### src/common/usb_wrap_pkg.sv
// package: register map, field layout and reset values of the usb wrapper
package usb_wrap_pkg;
    localparam int ADDR_W = 8;
    localparam int DATA_W = 32;
    // byte offsets (word aligned)
    localparam logic [7:0] RNDIS_EN_OFF = 8'h00;
    localparam logic [7:0] AUTO_REQ_OFF = 8'h04;
    localparam logic [7:0] RAW_SRC_OFF = 8'h08;
    localparam logic [7:0] SRC_SET_OFF = 8'h0C;
    localparam logic [7:0] SRC_CLR_OFF = 8'h10;
    localparam logic [7:0] MASK_OFF = 8'h14;
    localparam logic [7:0] MASKED_OFF = 8'h18;
    // endpoint enable field positions
    localparam int RNDIS_RX_LSB = 16;
    localparam int RNDIS_TX_LSB = 0;
    localparam int NUM_EP = 4;
    localparam int AUTO_REQ_W = 8;
    // interrupt source field layout
    localparam int GEN_LSB = 16;
    localparam int GEN_W = 9;
    localparam int RXI_LSB = 8;
    localparam int RXI_W = 5;
    localparam int TXI_LSB = 0;
    localparam int TXI_W = 5;
    localparam logic [31:0] SRC_VALID = 32'h01FF_1F1F;
    localparam logic [31:0] RNDIS_VALID = 32'h000F_000F;
    // reset values
    localparam logic [31:0] RNDIS_RST = 32'h0000_0000;
    localparam logic [7:0] AUTO_REQ_RST = 8'h00;
    localparam logic [31:0] SRC_RST = 32'h0000_0000;
    localparam logic [31:0] MASK_RST = 32'h0000_0000;
    // automatic in-request modes
    localparam logic [1:0] AREQ_NONE = 2'h0;
    localparam logic [1:0] AREQ_BUT_EOP = 2'h1;
    localparam logic [1:0] AREQ_RSVD = 2'h2;
    localparam logic [1:0] AREQ_ALWAYS = 2'h3;
endpackage : usb_wrap_pkg

### src/design/usb_wrap_regs.sv
// usb wrapper registers: rndis enables, auto request, interrupt sources
//////////////////////////////////////////////////////////////////////////
// Operation
// bits 19..16 enable rndis for receive endpoints 4..1, reset zero
// bits 3..0 enable rndis for transmit endpoints 4..1, reset zero
// auto request holds 2-bit field per receive endpoint, bits 31-8 zero
// field 0 none, 1 all but last packet, 3 always, 2 reserved
// raw source read-only, reset zero, core general sources in 24-16
// receive endpoint sources in bits 12-8, bits 15-13 read zero
// transmit endpoint sources in bits 4-0, 7-5 and 31-25 zero
// set register ones in 24-16 raise general source bits
// set register ones in 12-8 raise receive endpoint source bits
// set register ones in 4-0 raise transmit endpoint source bits
// software-raised sources behave exactly like core-raised ones
// clear register ones in 24-16 drop general source bits
// clear register ones in 12-8 drop receive endpoint source bits
// clear register ones in 4-0 drop transmit endpoint source bits
// software acknowledges each serviced source via the clear register
// masked status equals raw source anded with mask, same layout
// zero writes to set or clear do nothing; they read zero
// core event in same cycle as clear leaves the bit set
// reserved bits read zero and writes to them are ignored
//
// Our own choices: the address-and-strobe port and the register addresses.
module usb_wrap_regs
    import usb_wrap_pkg::*;
#(
    parameter int NUM_EP_P = usb_wrap_pkg::NUM_EP
)
(
    input wire logic core_clk_i,                 // module clock
    input wire logic resetn_i,                   // sync reset, active low
    input wire logic [usb_wrap_pkg::ADDR_W-1:0] addr_i, // byte address
    input wire logic [usb_wrap_pkg::DATA_W-1:0] wdata_i, // write data
    input wire logic wr_i,                       // write strobe
    input wire logic rd_i,                       // read strobe
    output logic [usb_wrap_pkg::DATA_W-1:0] rdata_o, // read data
    input wire logic [usb_wrap_pkg::GEN_W-1:0] core_gen_evt_i, // core events
    input wire logic [usb_wrap_pkg::RXI_W-1:0] core_rx_evt_i, // rx ep events
    input wire logic [usb_wrap_pkg::TXI_W-1:0] core_tx_evt_i, // tx ep events
    output logic [3:0] rx_rndis_on_o,            // rx ep 4..1 rndis enable
    output logic [3:0] tx_rndis_on_o,            // tx ep 4..1 rndis enable
    output logic [7:0] auto_in_request_o,        // per-ep auto request mode
    output logic irq_o                           // level interrupt
);
    import usb_wrap_pkg::*;

    //////////////////////////////////////////////////////////////////////
    logic [31:0] rndis_endpoint_enable_reg;
    logic [7:0] rx_auto_request_config_reg;
    logic [31:0] irq_raw_source_reg;
    logic [31:0] irq_raw_source_next;
    logic [31:0] irq_mask_reg;
    logic [31:0] irq_masked_status;
    logic [31:0] core_evt;
    logic [31:0] sw_set;
    logic [31:0] sw_clr;
    logic [31:0] rdata_next;
    logic wr_set;
    logic wr_clr;

    // set and clear only act on a write strobe
    assign wr_set = wr_i && (addr_i == SRC_SET_OFF);
    assign wr_clr = wr_i && (addr_i == SRC_CLR_OFF);

    // core events placed in the source layout
    always_comb
    begin
        core_evt = 32'h0000_0000;
        core_evt[GEN_LSB +: GEN_W] = core_gen_evt_i;
        // receive endpoint sources
        core_evt[RXI_LSB +: RXI_W] = core_rx_evt_i;
        // transmit endpoint sources
        core_evt[TXI_LSB +: TXI_W] = core_tx_evt_i;
    end

    // set register strobes, zero bits do nothing
    // receive endpoint set bits
    // transmit endpoint set bits
    assign sw_set = wr_set ? (wdata_i & SRC_VALID) : 32'h0000_0000;
    // clear register strobes, zero bits do nothing
    // receive endpoint clear bits
    // transmit endpoint clear bits
    assign sw_clr = wr_clr ? (wdata_i & SRC_VALID) : 32'h0000_0000;

    //////////////////////////////////////////////////////////////////////
    // set beats clear so a coincident event survives
    always_comb
    begin
        irq_raw_source_next = (irq_raw_source_reg & ~sw_clr)
                            | (core_evt & SRC_VALID) | sw_set;
    end

    // software and core sets share one path
    always_ff @(posedge core_clk_i)
    begin
        if (!resetn_i)
            irq_raw_source_reg <= SRC_RST;
        else
            irq_raw_source_reg <= irq_raw_source_next;
    end

    // rndis enable register, reserved bits dropped
    always_ff @(posedge core_clk_i)
    begin
        if (!resetn_i)
            rndis_endpoint_enable_reg <= RNDIS_RST;
        else if (wr_i && addr_i == RNDIS_EN_OFF)
            rndis_endpoint_enable_reg <= wdata_i & RNDIS_VALID;
    end

    // auto request register, upper bits never stored
    always_ff @(posedge core_clk_i)
    begin
        if (!resetn_i)
            rx_auto_request_config_reg <= AUTO_REQ_RST;
        else if (wr_i && addr_i == AUTO_REQ_OFF)
            rx_auto_request_config_reg <= wdata_i[AUTO_REQ_W-1:0];
    end

    always_ff @(posedge core_clk_i)
    begin
        if (!resetn_i)
            irq_mask_reg <= MASK_RST;
        else if (wr_i && addr_i == MASK_OFF)
            irq_mask_reg <= wdata_i & SRC_VALID;
    end

    // masked view of the raw sources
    assign irq_masked_status = irq_raw_source_reg & irq_mask_reg;

    //////////////////////////////////////////////////////////////////////
    // read decode, unmapped and write-only offsets read zero
    always_comb
    begin
        rdata_next = 32'h0000_0000;
        if (addr_i == RNDIS_EN_OFF)
            rdata_next = rndis_endpoint_enable_reg;
        else if (addr_i == AUTO_REQ_OFF)
            rdata_next = {24'h00_0000, rx_auto_request_config_reg};
        else if (addr_i == RAW_SRC_OFF)
            rdata_next = irq_raw_source_reg;
        else if (addr_i == MASK_OFF)
            rdata_next = irq_mask_reg;
        else if (addr_i == MASKED_OFF)
            rdata_next = irq_masked_status;
    end

    // read data stands only in the cycle after the strobe
    always_ff @(posedge core_clk_i)
    begin
        if (!resetn_i)
            rdata_o <= 32'h0000_0000;
        else if (rd_i)
            rdata_o <= rdata_next;
        else
            rdata_o <= 32'h0000_0000;
    end

    // outputs registered; interrupt lags the masked status by one cycle
    always_ff @(posedge core_clk_i)
    begin
        if (!resetn_i)
        begin
            rx_rndis_on_o <= 4'h0;
            tx_rndis_on_o <= 4'h0;
            auto_in_request_o <= 8'h00;
            irq_o <= 1'b0;
        end
        else
        begin
            // per-endpoint enables to the core
            rx_rndis_on_o <= rndis_endpoint_enable_reg[RNDIS_RX_LSB +: 4];
            tx_rndis_on_o <= rndis_endpoint_enable_reg[RNDIS_TX_LSB +: 4];
            // mode codes passed unchanged; the core decodes them
            auto_in_request_o <= rx_auto_request_config_reg;
            irq_o <= |irq_masked_status;
        end
    end
endmodule : usb_wrap_regs

### config.mk
export PLATFORM = sky130hd
export DESIGN_NAME = usb_wrap_regs
export DESIGN_NICKNAME = d
export VERILOG_FILES = /design/src/common/usb_wrap_pkg.sv /design/src/design/usb_wrap_regs.sv
export SDC_FILE = /design/constraint.sdc
export NUM_CORES = 1
export LEC_CHECK = 0
export BUFFER_PORTS_ARGS = -buffer_cell sky130_fd_sc_hd__buf_2
export CELL_PAD_IN_SITES_DETAIL_PLACEMENT = 1
export CELL_PAD_IN_SITES_GLOBAL_PLACEMENT = 2
export CORE_UTILIZATION = 33
export DETAILED_ROUTE_END_ITERATION = 8
export GPL_ROUTABILITY_DRIVEN = 0
export GPL_TIMING_DRIVEN = 1
export PLACE_DENSITY = 0.88
export SYNTH_ARGS = -nofsm -noshare
export SYNTH_HDL_FRONTEND = slang
export SYNTH_SLANG_ARGS = --single-unit
export TNS_END_PERCENT = 10
### constraint.sdc
create_clock -name core_clk_i -period 2.76 [get_ports core_clk_i]
set_clock_uncertainty 0.05 [all_clocks]
set_input_delay 0.414 -clock core_clk_i [delete_from_list [all_inputs] [get_ports core_clk_i]]
set_output_delay 0.414 -clock core_clk_i [all_outputs]
set_load 0.1 [all_outputs]
==> results.toml, run 1 <==
[outcome]
outcome = "finished, violations left"
violations = "DRC"

[detailed_routing]
vias = 3306
wl_um = 10900
viasPerCell = 4.99
dr.pass1.iters = 6
drtIter0Drc = 124
antenna_left = 0
drc = 8
wl_per_cell_um = 16.5

[hold_path]
worstHoldEndpoint = "rx_auto_request_config_reg[5]"
min_path_cells = 3
min_from = "wdata_i[5]"
min_path_type = "in -> reg"

[synthesis]
synth_top_area_cell = "dfxtp_1"
synth_cells = 427
async_flop_share_pct = 0
yosys.area.top_type_share_pct = 47.3
synth_seq_cells = 93
seq_area_frac_synth_pct = 47.3
ys_types = 42
ys.warnings.count = 0
synth_area_per_cell_sq_um = 9.21
synth_edf_count = 0
netlist_area_sq_um = 3930
netlist_top_cells_area = "dfxtp_1 47%, mux2i_1 6.9%, a21boi_0 5.0%"
synth_flop_cell = "dfxtp_1"

[global_route]
grt_usage_pct = 18.8
antenna_found_initial = 0
grt_max_degree = 72
grt_overflow_total = 0
grt_pass1_vias = 3581
grt_pass1_wl_um = 18100

[power]
cell_internal_pwr_mw = 2.08
seqPwrFrac_pct = 50.2
power_mw = 2.76
pwr-share-clk_pct = 41.2
power_leakage_nw = 2.23
pwr-share-comb_pct = 8.6
peakVddDrop_mv = 0.274
p_switching_uw = 676
p_sw_share_pct = 24.5
power_density_nw_per_um2 = 579

[layout]
fillers = 1373
num_antenna_cells = 0
largest_register_ffs = 22
drive_gt1_share_pct = 23.5
fin_nets = 579
design_area_sq_um = 4770
area_delta_synth_final_pct = 21.2

[floorplan]
pin_count = 112
die_w_um = 111
start_util_pct = 34.1
core_area_sq_um = 11500
placementRows = 39
die_area_sq_um = 12400
die-height_um = 111

[cts]
cts_buffers = 9
cts_sinks = 93
clk_path_buf_depth = 2
htreeDepth = 3
cts.hold.buffers_added = 0
ctsResizeCount = 0
cts_setup_buffers = 0
root_buffer = "clkbuf_16"
cts_tree = "done"
clock_latency_ps = 340
path_clk_slew_ps = 60

[placed_design]
pre_cts_slack_ps = 546
portBuffers = 91
hpwl_um = 7870
place_area_sq_um = 4500

[worst_setup_path]
regToRegSetupSlack_ps = 1310
worst-path-max-fanout = 21
reg2reg_to = "irq_o"
required_ps = 2940
cp-end-kind = "flip-flop"
critical-path-slowest-cell = "nor4b_4"
crit_chain = "buf_2, nor4b_4, nand2_1, a221oi_1"
reg2reg_depth = 4
r2r-start = "irq_raw_source_reg[18]"
max_stage_delay_ps = 530
crit_type = "in -> reg"
start_kind = "input port"
crit_arrival_ps = 2050
cp_top_family = "simple AND/OR/NAND/NOR gates"
crit_buf_inv = 1

[timing]
max_slew_margin_pct = 57.7
fin_ws_ps = 893
holdWs_ps = 285
setup_tns_ps = 0
slew_viol_final = 0
max_freq_mhz = 536
rsz0062_at_grt = "false"
setup_violations = 0
worstMarginPinSlew_ps = 634
period_minus_slack_ps = 1870
hold_violations = 0
period_share_pct = 67.6

[run]
maxCapViolations = 0
-- cells in the final DEF, fill, tap and decap left out, drive strengths merged, types with 3 or more instances in the layout --
cell | Yosys | final
nor4b | 3 | 3
o32ai | 4 | 4
buf | 18 | 101
a22oi | 4 | 4
nor2b | 24 | 24
a32o | 4 | 4
and2 | 16 | 16
nand4 | 3 | 3
inv | 41 | 41
conb | 1 | 10
nor3 | 4 | 4
o22ai | 4 | 4
o21ai | 24 | 24
dfxtp | 93 | 93
clkbuf | 14 | 12
nand2 | 51 | 51
mux2i | 27 | 27
a21oi | 27 | 27
nand2b | 3 | 3
o311a | 4 | 4
a221oi | 12 | 12
a21boi | 27 | 27
-- worst register-to-register path: cells and delay by family, from the launching register on --
family             cells  cell delay, ps
DFF                    1             360
and+or+nand+nor        1             140
AOI/OAI and AO/OA      3             800
-- per-layer routing --
metal | routed length (um) | part of all wire [%] | track usage (%) | up-vias
li1 | - | - | - | 1633
met2 | 5200 | 48 | 32.0 | 81
met1 | 5020 | 46 | 23.3 | 1580
met4 | 186 | 1.7 | 7.12 | 0
met5 | 0 | 0 | 0 | -
met3 | 490 | 4.5 | 3.72 | 12
-- synthesized netlist by cell type (3+ instances only) --
| cell | number |
|---|---|
| a32o_1 | 4 |
| buf_2 | 5 |
| o21ai_0 | 24 |
| nand4_1 | 3 |
| o22ai_1 | 4 |
| nand2b_1 | 3 |
| o311a_1 | 4 |
| and2_1 | 16 |
| a21boi_0 | 26 |
| dfxtp_1 | 93 |
| inv_1 | 41 |
| a21oi_1 | 27 |
| nand2_1 | 51 |
| nor2b_1 | 24 |
| a22oi_1 | 4 |
| o32ai_1 | 4 |
| a221oi_1 | 12 |
| mux2i_1 | 27 |
| clkbuf_1 | 14 |
| buf_4 | 11 |
-- final cells by class --
class | count | area (sq um) | area share (%)
Inverter | 41 | 154 | 3.23
Sequential cell | 93 | 1860 | 39.1
Clock buffer | 12 | 256 | 5.38
Multi-Input combinational cell | 270 | 1780 | 37.2
Clock inverter | 2 | 10.0 | 0.210
Timing Repair Buffer | 101 | 531 | 11.1
Tap cell | 143 | 179 | 3.75
-- cell families (layout without fill, tap and decap cells) --
logic type	count (synthesis)	after routing	share of synthesized area, %
and+or+nand+nor	117	117	17.2
AOI/OAI and AO/OA	116	116	20.1
muxes	27	27	6.87
buffers and inverters	73	156	8.37
DFF	93	93	47.3
other	1	10	0.0954
-- power groups by stage --
stage                     Combinational [mW]  Sequential (mW)  Clock, mW
after floorplan                        0.160             1.41          0
after global placement                 0.230             1.41          0
after detailed placement               0.237             1.41          0
after CTS                              0.239             1.38       1.17
after global routing                   0.259             1.38       1.22
final                                  0.237             1.38       1.14
-- worst max-delay path by stage --
stage / endpoint / start / cells past startpoint
2_1_floorplan: rndis_endpoint_enable_reg[0] / addr_i[7] / 5
3_3_place_gp: rdata_o[9] / addr_i[2] / 4
3_5_place_dp: rdata_o[11] / addr_i[2] / 4
4_1_cts: rdata_o[11] / addr_i[2] / 4
5_1_grt: rdata_o[11] / addr_i[2] / 4
6_report: rdata_o[11] / addr_i[2] / 4
-- stage by stage --
step	instances	utilization [%]
floorplan	436	-
global placement	648	39.1
detailed placement	648	39.1
CTS	662	41.4
global route	662	41.4
finish	662	41.4
No activity file was read; power rests on OpenSTA's default activity.
==> run 2: changes to the inputs <==
- CORE_UTILIZATION: 33 -> 27
- PLACE_DENSITY: 0.88 -> 0.77
- clock period: 2.76 -> 1.5 ns (I/O delays scaled with it)
==> run 2 against run 1 <==
The flow now finishes without violations. Clock power up 140%. Critical path depth decreased by 3. First-iteration DRC count rose by 44%. Global-route usage shrank 2.0 points. Register-to-register slack worse by 1200 ps. Routed wire length is 10% higher. Core utilization decreased by 4.3 points. Sequential power up 84%. Hold slack got worse by 200 ps. Sequential share of layout area decreased by 3.3 points. Critical endpoint is now rdata_o[3]. Largest cell class unchanged.
==> results.toml, run 2 (synthesis gave the netlist of run 1 again) <==
[timing]
worstMarginPinSlew_ps = 526
max_slew_margin_pct = 64.7
setup_violations = 0
period_minus_slack_ps = 1420
rsz0062_at_grt = "false"
holdWs_ps = 84.1
period_share_pct = 94.5
slew_viol_final = 0
max_freq_mhz = 705
setup_tns_ps = 0
hold_violations = 0

[cts]
cts_tree = "done"
clk_path_buf_depth = 2
htreeDepth = 3
clock_latency_ps = 350
cts_sinks = 93
cts_setup_buffers = 0
path_clk_slew_ps = 70
root_buffer = "clkbuf_16"
cts_buffers = 9

[global_route]
grt_max_degree = 48
grt_overflow_total = 0
grt_pass1_wl_um = 18800
grt_usage_pct = 16.8
antenna_found_initial = 0
grt_pass1_vias = 3547

[placed_design]
portBuffers = 91
hpwl_um = 8760

[detailed_routing]
vias = 3429
dr.pass1.iters = 4
drtIter0Drc = 179
wl_per_cell_um = 16.5
drc = 0
antenna_left = 0
viasPerCell = 4.72
wl_um = 12000

[floorplan]
die-height_um = 123
pin_count = 112
die_w_um = 123
placementRows = 43
core_area_sq_um = 14000
die_area_sq_um = 15100
start_util_pct = 28.0

[worst_setup_path]
reg2reg_to = "irq_o"
worst-path-max-fanout = 1
critical-path-slowest-cell = "buf_2"
r2r-start = "irq_raw_source_reg[18]"
reg2reg_depth = 5
crit_arrival_ps = 1140
crit_type = "reg -> out"
crit_chain = "buf_2"
crit_buf_inv = 1
regToRegSetupSlack_ps = 90
start_kind = "flip-flop"
cp-end-kind = "output pin"
max_stage_delay_ps = 440
required_ps = 1220
cp_top_family = "buffers and inverters"

[layout]
largest_register_ffs = 22
drive_gt1_share_pct = 29.1
num_antenna_cells = 0
fin_nets = 604
area_delta_synth_final_pct = 32.5
most-common-layout-cells = "93 x dfxtp_1, 91 x buf_2, 51 x nand2_1, 41 x inv_1, 30 x buf_4"
final_common_cell = "dfxtp_1"

[hold_path]
min_from = "core_rx_evt_i[4]"
min_path_type = "in -> reg"
worstHoldEndpoint = "irq_raw_source_reg[12]"
min_path_cells = 3

[power]
power_leakage_nw = 2.45
power_density_nw_per_um2 = 1120
seqPwrFrac_pct = 43.7
pwr-share-comb_pct = 8.5
p_switching_mw = 1.34
cell_internal_pwr_mw = 4.48
p_sw_share_pct = 23.1
pwr-share-clk_pct = 47.8
peakVddDrop_mv = 0.596

[run]
maxCapViolations = 0

[outcome]
outcome = "finished, final reports clean"
[run 2: how the worst max path moves through the flow]
stage                                      start                endpoint  slack, ps  depth (start not counted)
final                                 rdata_o[3]              rdata_o[3]         80                          1
after global routing      irq_raw_source_reg[18]                   irq_o         30                          5
after detailed placement               addr_i[1]              rdata_o[1]       -220                          5
after floorplan                        addr_i[5]  irq_raw_source_reg[23]        -20                          5
after CTS                             rdata_o[3]              rdata_o[3]         60                          1
after global placement                 addr_i[3]              rdata_o[7]       -200                          7
[run 2: layout make-up]
class	count	area, sq um
clock buffer	10	229
clock inverter	6	134
inverter	41	154
multi-input combinational	270	1820
timing repair buffer	126	781
tap	180	225
fill	1635	8830
sequential	93	1860
[run 2: timing repair]
item | 4_1_cts | 5_1_grt
gates resized for setup | 1 | 0
setup endpoints to repair | 1 | 0
hold buffers | 0 | 0
[run 2: worst reg2reg max path, delay by kind of cell, from the launching register on]
family | cells | cell delay (ps)
flip-flops | 1 | 320
buffers and inverters | 1 | 150
AO/OA/AOI/OAI | 3 | 680
AND/OR/NAND/NOR | 1 | 120
[run 2: power by group through the flow]
stage / registers (mW) / clock network (mW) / logic, mW
6_report: 2.54 / 2.78 / 0.498
5_1_grt: 2.55 / 2.94 / 0.536
4_1_cts: 2.54 / 2.84 / 0.501
3_5_place_dp: 2.60 / 0 / 0.498
3_3_place_gp: 2.60 / 0 / 0.488
2_1_floorplan: 2.59 / 0 / 0.301
[run 2: per-layer routing]
| layer | vias up | track usage [%] | share of wire, % |
|---|---|---|---|
| li1 | 1673 | - | - |
| met1 | 1648 | 19.9 | 43 |
| met2 | 94 | 29.1 | 49 |
| met3 | 14 | 4.55 | 6.3 |
| met4 | 0 | 5.87 | 1.5 |
| met5 | - | 0 | 0 |
[run 2: stage by stage]
stage               std cells  area [sq um]  total power, mW  utilization [%]  setup WS (ps)
floorplan                 436          4030             2.89                -          -22.2
global placement          710          4840             3.08             34.5           -200
detailed placement        710          4840             3.10             34.5           -220
CTS                       726          5210             5.89             37.1           62.4
global route              726          5210             6.03             37.1           32.1
finish                    726          5210             5.83             37.1           82.0
